**src/inc/ebcit_consts.svh**
```systemverilog
// Constants for the instruction timing decoder: counter width and cycle counts.
// Assumes inclusion by bare name from design files.
`ifndef EBCIT_CONSTS_SVH
`define EBCIT_CONSTS_SVH
`define EBCIT_CYC_W 4
`define EBCIT_CYC_MAX 4'h8
`define EBCIT_CYC_MUL 4'h4
`define EBCIT_CYC_DIV 4'h8
`define EBCIT_CYC_CODE 4'h3
`define EBCIT_CYC_XDATA 4'h3
`define EBCIT_CYC_IND 4'h2
`define EBCIT_CYC_RET 4'h5
`endif

```
**src/inc/ebcit_pkg.sv**
```systemverilog
// Types shared by the instruction timing decoder.
// Assumes nothing of its surroundings.
package ebcit_pkg;
  typedef enum logic [2:0] {
    EBCIT_IDLE = 3'b001,
    EBCIT_EXEC = 3'b010,
    EBCIT_DONE = 3'b100
  } ebcit_state_e;
  typedef enum logic [2:0] {
    EBCIT_CLS_PLAIN = 3'h0,
    EBCIT_CLS_COND  = 3'h1,
    EBCIT_CLS_XDATA = 3'h2,
    EBCIT_CLS_CODE  = 3'h3,
    EBCIT_CLS_MULDIV = 3'h4,
    EBCIT_CLS_JUMP  = 3'h5
  } ebcit_class_e;
endpackage

```
**src/hw/ebcit_timing.sv**
```systemverilog
// Instruction decode and cycle timing control for the pipelined 8-bit core.
// Assumes an opcode is offered with op_valid and branch outcome given at op time.
// Operation
// (RL1) Timing counted only in system clocks, no machine cycles.
// (RL2) Opcode encodings and flag effects follow the reference instruction set.
// (RL3) Most instructions take as many clocks as program bytes.
// (RL4) Conditional branch not taken finishes one clock sooner than taken.
// (RL5) Accumulator ALU operations with indirect RAM take two clocks.
// (RL6) Subtract bank register with borrow: one byte, one clock.
// (RL7) Logic immediate into direct byte: three bytes, three clocks.
// (RL8) Data pointer increment: one byte, one clock.
// (RL9) Rotate accumulator through carry: one byte, one clock.
// (RL10) Direct to direct move: three bytes, three clocks.
// (RL11) Immediate to indirect RAM: two bytes, two clocks.
// (RL12) Load data pointer immediate: three bytes, three clocks.
// (RL13) Code byte moves: one byte, three clocks.
// (RL14) External data moves, both address forms: one byte, three clocks.
// (RL15) Push direct: two bytes, two clocks.
// (RL16) Pop direct: two bytes, two clocks.
// (RL17) Low nibble exchange with indirect RAM: one byte, two clocks.
// (RL18) Complement, set or clear direct bit: two bytes, two clocks.
// (RL19) Combine direct bit into carry: two bytes, two clocks.
// (RL20) No instruction exceeds eight clocks.
// (RL21) Multiply takes four clocks, divide eight; both one byte.
`timescale 1ns/10ps
`include "ebcit_consts.svh"
module ebcit_timing #(
  parameter int CYC_W = `EBCIT_CYC_W
) (
  input wire logic clk_sys,
  input wire logic reset_n,
  input wire logic clk_en,
  input wire logic op_valid,
  input wire logic [7:0] opcode,
  input wire logic branch_taken,
  output logic op_ready,
  output logic busy,
  output logic instr_done,
  output logic [1:0] instr_bytes,
  output logic [CYC_W-1:0] instr_cycles,
  output logic [CYC_W-1:0] cycle_index,
  output logic external_data_move,
  output logic code_byte_move
);
  // ----------------------------------------------------------------
  // Decode
  // ----------------------------------------------------------------
  logic [1:0] len;
  logic [CYC_W-1:0] cyc_d;
  ebcit_pkg::ebcit_class_e cls_d;
  logic [3:0] lo;
  logic [3:0] hi;
  assign lo = opcode[3:0];
  assign hi = opcode[7:4];

  // Same byte lengths as the reference encoding.
  // (RL2) reference byte lengths
  ebcit_length ebcit_length_i (
    .opcode(opcode),
    .length(len)
  );

  always_comb begin
    // (RL3) cycles equal bytes
    // (RL6) register subtract one clock
    // (RL7) logic immediate direct
    // (RL8) pointer increment one clock
    // (RL9) carry rotate one clock
    // (RL10) direct to direct
    // (RL12) pointer load immediate
    // (RL15) push direct byte
    // (RL16) pop direct byte
    // (RL18) direct bit update
    // (RL19) bit into carry
    cyc_d = CYC_W'(len);
    cls_d = ebcit_pkg::EBCIT_CLS_PLAIN;
    // (RL5) indirect ALU two clocks
    // (RL17) nibble exchange two clocks
    if ((lo == 4'h6 || lo == 4'h7) && hi != 4'h7 && hi != 4'h8 && hi != 4'ha
        && hi != 4'hb) begin
      cyc_d = `EBCIT_CYC_IND;
    end
    // (RL11) immediate to indirect
    if (opcode == 8'h76 || opcode == 8'h77) begin
      cyc_d = `EBCIT_CYC_IND;
    end
    // (RL14) external data three clocks
    if (opcode == 8'he0 || opcode == 8'he2 || opcode == 8'he3 || opcode == 8'hf0
        || opcode == 8'hf2 || opcode == 8'hf3) begin
      cyc_d = `EBCIT_CYC_XDATA;
      cls_d = ebcit_pkg::EBCIT_CLS_XDATA;
    end
    // (RL13) code byte three clocks
    if (opcode == 8'h93 || opcode == 8'h83) begin
      cyc_d = `EBCIT_CYC_CODE;
      cls_d = ebcit_pkg::EBCIT_CLS_CODE;
    end
    // (RL21) multiply and divide
    if (opcode == 8'ha4) begin
      cyc_d = `EBCIT_CYC_MUL;
      cls_d = ebcit_pkg::EBCIT_CLS_MULDIV;
    end
    if (opcode == 8'h84) begin
      cyc_d = `EBCIT_CYC_DIV;
      cls_d = ebcit_pkg::EBCIT_CLS_MULDIV;
    end
    // Unconditional jumps and calls take one more clock than bytes.
    if (lo == 4'h1 || opcode == 8'h02 || opcode == 8'h12 || opcode == 8'h80
        || opcode == 8'h73) begin
      cyc_d = CYC_W'(len) + CYC_W'(1);
      cls_d = ebcit_pkg::EBCIT_CLS_JUMP;
    end
    if (opcode == 8'h22 || opcode == 8'h32) begin
      cyc_d = `EBCIT_CYC_RET;
      cls_d = ebcit_pkg::EBCIT_CLS_JUMP;
    end
    // (RL4) taken branch adds one
    if (opcode == 8'h10 || opcode == 8'h20 || opcode == 8'h30 || opcode == 8'h40
        || opcode == 8'h50 || opcode == 8'h60 || opcode == 8'h70 || opcode == 8'hd5
        || (hi == 4'hb && lo >= 4'h4) || (hi == 4'hd && lo >= 4'h8)) begin
      cls_d = ebcit_pkg::EBCIT_CLS_COND;
      cyc_d = CYC_W'(len);
      if (opcode == 8'hb6 || opcode == 8'hb7) begin
        cyc_d = CYC_W'(len) + CYC_W'(1);
      end
      if (branch_taken) begin
        cyc_d = cyc_d + CYC_W'(1);
      end
    end
    // (RL20) cap at eight clocks
    if (cyc_d > `EBCIT_CYC_MAX) begin
      cyc_d = `EBCIT_CYC_MAX;
    end
  end

  // ----------------------------------------------------------------
  // Sequencing
  // ----------------------------------------------------------------
  ebcit_pkg::ebcit_state_e state_q;
  ebcit_pkg::ebcit_state_e state_d;
  logic last;
  logic take;
  // Ready only once execute is left, so an N-clock instruction spaces the next by N clocks.
  assign op_ready = (state_q != ebcit_pkg::EBCIT_EXEC);
  assign take = op_valid && op_ready;

  // (RL1) counted in clocks
  ebcit_counter #(
    .CYC_W(CYC_W)
  ) ebcit_counter_i (
    .clk_sys(clk_sys),
    .reset_n(reset_n),
    .clk_en(clk_en),
    .load(take),
    .cycles(cyc_d),
    .last(last)
  );

  always_comb begin
    state_d = state_q;
    case (state_q)
      ebcit_pkg::EBCIT_IDLE: begin
        if (take && cyc_d != CYC_W'(1)) begin
          state_d = ebcit_pkg::EBCIT_EXEC;
        end
      end
      ebcit_pkg::EBCIT_EXEC: begin
        if (last) begin
          state_d = ebcit_pkg::EBCIT_IDLE;
        end
      end
      default: state_d = ebcit_pkg::EBCIT_IDLE;
    endcase
  end

  always_ff @(posedge clk_sys or negedge reset_n) begin
    if (!reset_n) begin
      state_q <= ebcit_pkg::EBCIT_IDLE;
    end else if (clk_en) begin
      state_q <= state_d;
    end
  end

  assign busy = (state_q == ebcit_pkg::EBCIT_EXEC);

  // ----------------------------------------------------------------
  // Instruction outputs, registered except for the clk_en gate on instr_done
  // ----------------------------------------------------------------
  logic done_q;
  always_ff @(posedge clk_sys or negedge reset_n) begin
    if (!reset_n) begin
      done_q <= 1'b0;
    end else if (clk_en) begin
      done_q <= last;
    end
  end
  assign instr_done = done_q && clk_en;

  always_ff @(posedge clk_sys or negedge reset_n) begin
    if (!reset_n) begin
      instr_bytes <= 2'h0;
      instr_cycles <= '0;
      external_data_move <= 1'b0;
      code_byte_move <= 1'b0;
    end else if (clk_en && take) begin
      instr_bytes <= len;
      instr_cycles <= cyc_d;
      external_data_move <= (cls_d == ebcit_pkg::EBCIT_CLS_XDATA);
      code_byte_move <= (cls_d == ebcit_pkg::EBCIT_CLS_CODE);
    end
  end

  always_ff @(posedge clk_sys or negedge reset_n) begin
    if (!reset_n) begin
      cycle_index <= '0;
    end else if (clk_en) begin
      if (take) begin
        cycle_index <= '0;
      end else if (busy) begin
        cycle_index <= cycle_index + CYC_W'(1);
      end
    end
  end
endmodule

```
**src/hw/ebcit_length.sv**
```systemverilog
// Opcode byte length table.
// Assumes opcode presented combinationally.
`timescale 1ns/10ps
`include "ebcit_consts.svh"
module ebcit_length (
  input wire logic [7:0] opcode,
  output logic [1:0] length
);
  logic [3:0] lo;
  assign lo = opcode[3:0];
  always_comb begin
    length = 2'h1;
    if (lo >= 4'h8) begin
      // Register bank forms are one byte, except the few with an operand.
      case (opcode[7:4])
        4'h7, 4'h8, 4'ha: length = 2'h2;
        4'hb, 4'hd: length = (opcode[7:4] == 4'hb) ? 2'h3 : 2'h2;
        default: length = 2'h1;
      endcase
    end else if (lo == 4'h6 || lo == 4'h7) begin
      case (opcode[7:4])
        4'h7, 4'h8, 4'ha: length = 2'h2;
        4'hb: length = 2'h3;
        default: length = 2'h1;
      endcase
    end else if (lo == 4'h1) begin
      length = 2'h2;
    end else if (lo == 4'h5) begin
      case (opcode[7:4])
        4'h8, 4'hd: length = 2'h3;
        4'ha: length = 2'h1;
        4'he, 4'hf: length = 2'h2;
        default: length = 2'h2;
      endcase
      if (opcode == 8'h75 || opcode == 8'h85 || opcode == 8'hb5 || opcode == 8'hd5) begin
        length = 2'h3;
      end
    end else if (lo == 4'h4) begin
      case (opcode[7:4])
        4'h2, 4'h3, 4'h4, 4'h5, 4'h6, 4'h7, 4'h9: length = 2'h2;
        4'hb: length = 2'h3;
        default: length = 2'h1;
      endcase
    end else if (lo == 4'h3) begin
      // Only the logic immediate into direct byte forms carry two operand bytes here.
      case (opcode[7:4])
        4'h4, 4'h5, 4'h6: length = 2'h3;
        default: length = 2'h1;
      endcase
    end else if (lo == 4'h2) begin
      case (opcode[7:4])
        4'h2, 4'h3: length = 2'h1;
        4'he, 4'hf: length = 2'h1;
        default: length = 2'h2;
      endcase
      if (opcode == 8'h02 || opcode == 8'h12) begin
        length = 2'h3;
      end
    end else if (lo == 4'h0) begin
      length = (opcode == 8'h00 || opcode[7:4] >= 4'he) ? 2'h1 : 2'h2;
      if (opcode == 8'h10 || opcode == 8'h20 || opcode == 8'h30 || opcode == 8'h90) begin
        length = 2'h3;
      end
      if (opcode == 8'he0 || opcode == 8'hf0) begin
        length = 2'h1;
      end
      if (opcode == 8'hd0 || opcode == 8'hc0) begin
        length = 2'h2;
      end
    end
  end
endmodule

```
**src/hw/ebcit_counter.sv**
```systemverilog
// Down counter that marks the last cycle of an instruction.
// Assumes load and enable synchronous to clk_sys.
`timescale 1ns/10ps
`include "ebcit_consts.svh"
module ebcit_counter #(
  parameter int CYC_W = `EBCIT_CYC_W
) (
  input wire logic clk_sys,
  input wire logic reset_n,
  input wire logic clk_en,
  input wire logic load,
  input wire logic [CYC_W-1:0] cycles,
  output logic last
);
  logic [CYC_W-1:0] remain_q;
  always_ff @(posedge clk_sys or negedge reset_n) begin
    if (!reset_n) begin
      remain_q <= '0;
    end else if (clk_en) begin
      if (load) begin
        remain_q <= cycles - CYC_W'(1);
      end else if (remain_q != '0) begin
        remain_q <= remain_q - CYC_W'(1);
      end
    end
  end
  assign last = (remain_q == CYC_W'(1)) || (load && cycles == CYC_W'(1));
endmodule

```
**config.mk**
```make
export PLATFORM = sky130hd
export DESIGN_NAME = ebcit_timing
export DESIGN_NICKNAME = d
export VERILOG_FILES = /design/src/inc/ebcit_pkg.sv /design/src/hw/ebcit_timing.sv /design/src/hw/ebcit_length.sv /design/src/hw/ebcit_counter.sv
export VERILOG_INCLUDE_DIRS = /design/src /design/src/inc
export SDC_FILE = /design/constraint.sdc
export NUM_CORES = 1
export LEC_CHECK = 0
export ABC_CLOCK_PERIOD_IN_PS = 3800
export BUFFER_PORTS_ARGS = -buffer_cell sky130_fd_sc_hd__buf_2
export CAP_MARGIN = 20
export CORE_ASPECT_RATIO = 0.6
export CORE_MARGIN = 2
export CORE_UTILIZATION = 35
export DETAILED_ROUTE_END_ITERATION = 7
export PLACE_DENSITY_LB_ADDON = 0.12
export SYNTH_ARGS = -nofsm -noshare
export SYNTH_HDL_FRONTEND = slang
export SYNTH_SLANG_ARGS = --single-unit
export TNS_END_PERCENT = 10
```
**constraint.sdc**
```tcl
create_clock -name clk_sys -period 3.8 [get_ports clk_sys]
set_input_delay 0.19 -clock clk_sys [delete_from_list [all_inputs] [get_ports clk_sys]]
set_output_delay 0.19 -clock clk_sys [all_outputs]
set_load 0.05 [all_outputs]
```
==> results of run 1 <==
[cell type report]
cell class	instances	area, µm²	area share
Tap cell	63	78.8	0.0397
Clock inverter	1	5.00	0.00252
Inverter	13	48.8	0.0246
Clock buffer	3	41.3	0.0208
Sequential cell	19	477	0.240
Multi-Input combinational cell	166	1130	0.569
Timing Repair Buffer	36	205	0.103
[placed cells by master, fill, tap and decap left out, drive strengths merged, types with 3 or more instances in the layout]
master,netlist,layout
nand2,21,21
inv,13,13
a21oi,8,8
nor3,6,6
dfrtp,18,18
and2,4,4
or3b,4,4
or3,4,4
nand2b,7,7
a21boi,3,3
o21ai,23,23
nand4b,3,3
nand3,7,7
buf,9,35
clkbuf,4,3
nor2,14,14
ha,8,8
or2,3,3
a31oi,8,8
[power groups by stage]
| stage | Clock (µW) | Sequential (µW) | Combinational [µW] |
|---|---|---|---|
| floorplan | 0 | 356 | 236 |
| global placement | 0 | 300 | 394 |
| detailed placement | 0 | 300 | 388 |
| CTS | 149 | 295 | 392 |
| global route | 156 | 305 | 440 |
| finish | 142 | 295 | 393 |
[per-layer routing]
layer | routed length (µm) | global-route usage
met1 | 2470 | 0.305
met2 | 1630 | 0.214
met5 | 0 | 0
met3 | 352 | 0.0494
met4 | 31 | 0.0248
[sequential cells by signal, indices dropped and copies added (netlist names)]
signal / count
instr_cycles: 4
code_byte_move: 1
instr_bytes: 2
external_data_move: 1
done_q: 1
cycle_index: 4
ebcit_counter_i.remain_q: 4
state_q: 2
[per-stage QoR]
stage	util	instances	instance area [µm²]	setup slack [ps]	power, µW
after CTS	0.427	301	1980	413	837
after global placement	0.415	296	1920	250	694
after global routing	0.429	301	1990	90.1	901
final	0.429	301	1990	460	830
after floorplan	-	211	1720	380	592
after detailed placement	0.415	296	1920	138	688
[path summary, 6_finish.rpt]
kind                                                to  cells after the start  slack, ps
setup / recovery                            state_q[1]                     17        460
hold / removal                          cycle_index[0]                      3        290
setup reg to reg           ebcit_counter_i.remain_q[3]                      6       1860
hold reg to reg                     external_data_move                      2        470
max in group asynchronous                   state_q[0]                      2       3060
min in group asynchronous               cycle_index[1]                      2        400
[worst max-delay path, stage by stage]
cell,delay [ps]
buf_2,220
or3b_4,430
o311ai_2,210
o21ai_1,130
nor4_2,290
nor2_1,80
ha_1,290
nor2_1,150
nor3_1,70
ha_1,280
a31oi_1,190
o41ai_2,110
inv_1,110
ha_1,140
a21boi_0,290
a21oi_1,150
a21o_1,160
[kinds of logic after synthesis]
group           Yosys count
xor+xnor                  3
compound gates           68
fa+ha+maj                 8
simple gates             84
buf+inv                  26
mux                       3
flops                    19
[timing repair]
| item | in CTS | in global routing |
|---|---|---|
| gates resized for setup | 0 | 1 |
| hold buffers | 1 | 0 |
| endpoints found under the hold margin | 18 | 0 |
| endpoints found under the setup margin | 0 | 1 |
==> impl_metrics.ini, run 1 <==
[run_status]
status = finished, final reports clean

[setup_path]
cp-end-kind = register
crit_start = opcode[7]
required_ps = 3950
cp_max_fo = 14
cp-start-kind = input pin
crit_type = in2reg
crit_arrival_ps = 3490
reg2reg_from = state_q[0]

[pwr]
seq_power_share = 0.356
swShare = 0.438
powerDensity_nw_per_um2 = 418
power.share.combinational = 0.473
ir_drop_mv = 0.226
power.leakage_uw = 0.000876
pwr-share-clk = 0.171
p_switching_uw = 364
p_int_uw = 467

[placed_design]
post-dp-hpwl_um = 3440
globalplace.congestion = 0.907
portBuffers = 27

[synthesis]
ys_types = 58
synthFlopType = dfrtp_1
synth_top_area_share = 0.263
synth_area_um2 = 1720
synth-warning-count = 0
synth_compound_area_frac = 0.297
syn_area_per_cell_um2 = 8.13
synth_xor_area_frac = 0.0153
ys_ff_latch = 19
synthAdderAreaFrac = 0.0584
synthTopCellsByCount = nand2_1, o21ai_0, dfrtp_1
yosysMostFrequentCell = nand2_1
synth_cells = 211
syn_nets = 232
ys_seq_area_frac = 0.278
yosys-top-cells-area = dfrtp_1, ha_1, o21ai_0, nand2_1, nor2_1
synthMuxAreaShare = 0.0190
synth_top_area_cell = dfrtp_1
synth_enable_flop_cells = 0
synth_top_family_by_area = compound AO/OA/AOI/OAI gates
synth_simple_gate_area_frac = 0.266
synthArstFlopShare = 1.00

[global_route]
grt_pass1_vias = 1475
overflow = 0
grt_pass1_wl_um = 7730
track_usage = 0.178
grt_start_max_net_pins = 20
antenna_found_initial = 0

[job]
maxCapViolations = 0

[sta]
rsz0062_at_grt = no
relSlewSlack = 0.603
timing.setup.tns_ps = 0
clock_skew_ps = 1.76
tightest_slew_ps = 594
finalHoldViolations = 0
fin_crit_ps = 3340
fin_crit_sh = 0.879
finalSetupViolations = 0
max_clock_freq_mhz = 299
whs_ps = 289
final_max_slew_viol_count = 0

[clocking]
cts_tree = yes
cts-root-buf = clkbuf_8
clkTransAtPathRegs_ps = 70
h-tree-depth = 1
cts_buffers = 3
insertion_delay_ps = 260
ctsLongestPathBuffers = 2
post_cts_buffers = 0
clkSinkCount = 19

[finish]
nFillCells = 474
area_delta_synth_final_pct = 15.8
finish.net_count = 260
antenna_cells = 0
drive_gt1_frac = 0.244

[floorplan]
start_util = 0.370
dieHeight_um = 58.2
design.core.area_um2 = 4640
die_w_um = 94.4
ios = 28
dieArea_um2 = 5500
placementRows = 19

[routing]
vias = 1678
via_per_inst = 5.57
dr.pass1.iters = 5
ant_nets = 0
wire_per_inst_um = 14.9
post-route-drc-count = 0
routed_wl_um = 4480
drt_iter0_drc = 138

[hold_path]
min_path_type = in2reg
min-delay-start = clk_en
Power figures use the tool's default switching activity.
==> run 2, diff against run 1 <==
CELL_PAD_IN_SITES_DETAIL_PLACEMENT = 1   (was not set)
CELL_PAD_IN_SITES_GLOBAL_PLACEMENT = 1   (was not set)
==> run 2 against run 1 <==
  * Maximum frequency is 6.7% lower
  * First-iteration DRC count is 19% lower
  * Cell area is 2.0% higher
  * Utilization is 0.86 points higher
  * Cell count is 1.7% higher
  * Sequential cell count stayed put
  * Routed wire length is 22% higher
  * Die area stayed put
  * Via count is 5.3% higher
  * Register-to-register slack hardly changed
  * Worst hold slack worse by 7.4 ps
  * Critical endpoint unchanged
==> impl_metrics.ini, run 2 (synthesis results as in run 1) <==
[clocking]
cts-root-buf = clkbuf_8
cts_buffers = 3
h-tree-depth = 1
insertion_delay_ps = 260
clkTransAtPathRegs_ps = 80
ctsLongestPathBuffers = 2
cts_tree = yes
clkSinkCount = 19

[hold_path]
min_path_type = in2reg

[floorplan]
start_util = 0.370
dieHeight_um = 58.2
die_w_um = 94.4
dieArea_um2 = 5500
ios = 28
design.core.area_um2 = 4640
placementRows = 19

[setup_path]
crit_type = in2reg
cp_slowest_stage_delay_ps = 460
required_ps = 3960
cp_slowest_cell = or3b_4
cp-end-kind = register
crit_arrival_ps = 3740
cp_max_fo = 17
crit_chain = buf_2 -> or3b_4 -> o311ai_2 -> o21ai_1 -> nor4_2 -> nor2_1 -> ha_1 -> nor2_1 -> nor3_1 -> ha_1 -> a31oi_1 -> o41ai_2 -> inv_1 -> ha_1 -> a21boi_0 -> a21oi_1 -> a21o_1
crit_top_cell = ha_1
cp-start-kind = input pin

[global_route]
grt_pass1_wl_um = 8850
track_usage = 0.210
antenna_found_initial = 0
overflow = 0
grt_pass1_vias = 1724
grt_start_max_net_pins = 20

[sta]
finalHoldViolations = 0
fin_crit_sh = 0.942
finalSetupViolations = 0
tightest_slew_ps = 644
max_clock_freq_mhz = 279
fin_crit_ps = 3580
relSlewSlack = 0.565
clock_skew_ps = 1.70
final_max_slew_viol_count = 0

[routing]
dr.pass1.iters = 4
via_per_inst = 5.77
ant_nets = 0
drt_iter0_drc = 112
wire_per_inst_um = 17.9
vias = 1767
post-route-drc-count = 0
routed_wl_um = 5470

[pwr]
ir_drop_mv = 0.288
power.leakage_uw = 0.000901
powerDensity_nw_per_um2 = 423
fin_total_pwr_uw = 857

[finish]
antenna_cells = 0
final_common_cell = buf_2
reg.largest.list = cycle_index: 4 flops, ebcit_counter_i.remain_q: 4 flops, instr_cycles: 4 flops
finish.net_count = 265
layout_common_cells = buf_2, nand2_1, o21ai_0
drive_gt1_frac = 0.259
final_core_util = 0.437
area_delta_synth_final_pct = 18.2

[placed_design]
globalplace.congestion = 0.942
portBuffers = 27
post-dp-hpwl_um = 4280

[run_status]
status = finished, final reports clean

[job]
maxCapViolations = 0
==> run 2: worst paths after layout <==
kind | slack, ps | to | startpoint | cells past startpoint
hold reg to reg | 480 | external_data_move | external_data_move | 2
setup reg to reg | 1850 | ebcit_counter_i.remain_q[3] | state_q[0] | 6
hold / removal | 280 | cycle_index[0] | clk_en | 3
max in group asynchronous | 3060 | state_q[0] | reset_n | 2
min in group asynchronous | 410 | cycle_index[2] | reset_n | 2
setup / recovery | 220 | state_q[1] | opcode[6] | 17
==> run 2: metrics by stage <==
stage	instance area [µm²]	setup slack, ps	std cells	hold slack [ps]	setup TNS [ps]
after floorplan	1720	380	211	-106	0
after global placement	1950	195	300	153	0
after detailed placement	1950	-91.3	300	160	-171
after CTS	2010	129	305	285	0
after global routing	2030	-5.46	306	311	-8.94
final	2030	221	306	282	0
==> run 2: final cells by class <==
type / instances / area (µm²)
clock buffer: 3 / 41.3
clock inverter: 1 / 5.00
fill: 580 / 2610
inverter: 13 / 48.8
multi-input combinational: 166 / 1130
sequential: 19 / 477
tap: 63 / 78.8
timing repair buffer: 41 / 245
==> run 2: power by group <==
group	leakage [µW]	internal (µW)	total [µW]	switching (µW)
clock network	0.0000255	73.1	147	73.6
logic	0.000631	144	411	268
registers	0.000245	255	298	43.1
total	0.000901	472	857	384
==> run 2: layer usage <==
metal,wire (µm),vias up,track usage,part of all wire
li1,-,844,-,-
met1,2820,862,0.321,0.52
met2,2260,55,0.309,0.41
met3,374,6,0.0468,0.068
met4,21,0,0.0290,0.0038
met5,0,-,0,0
==> run 2: timing repair <==
| item | 4_1_cts | 5_1_grt |
|---|---|---|
| setup buffers | 0 | 1 |
| endpoints found under the setup margin | 0 | 3 |
| hold endpoints to repair | 18 | 0 |
| resized for setup | 0 | 2 |
| hold buffers | 1 | 0 |
==> run 2: worst max-delay path, delay by kind of cell <==
kind                     cells  cell delay, ps
AO/OA/AOI/OAI                7            1290
adder cells (fa/ha/maj)      3             780
buffers and inverters        2             330
AND/OR/NAND/NOR              5            1150
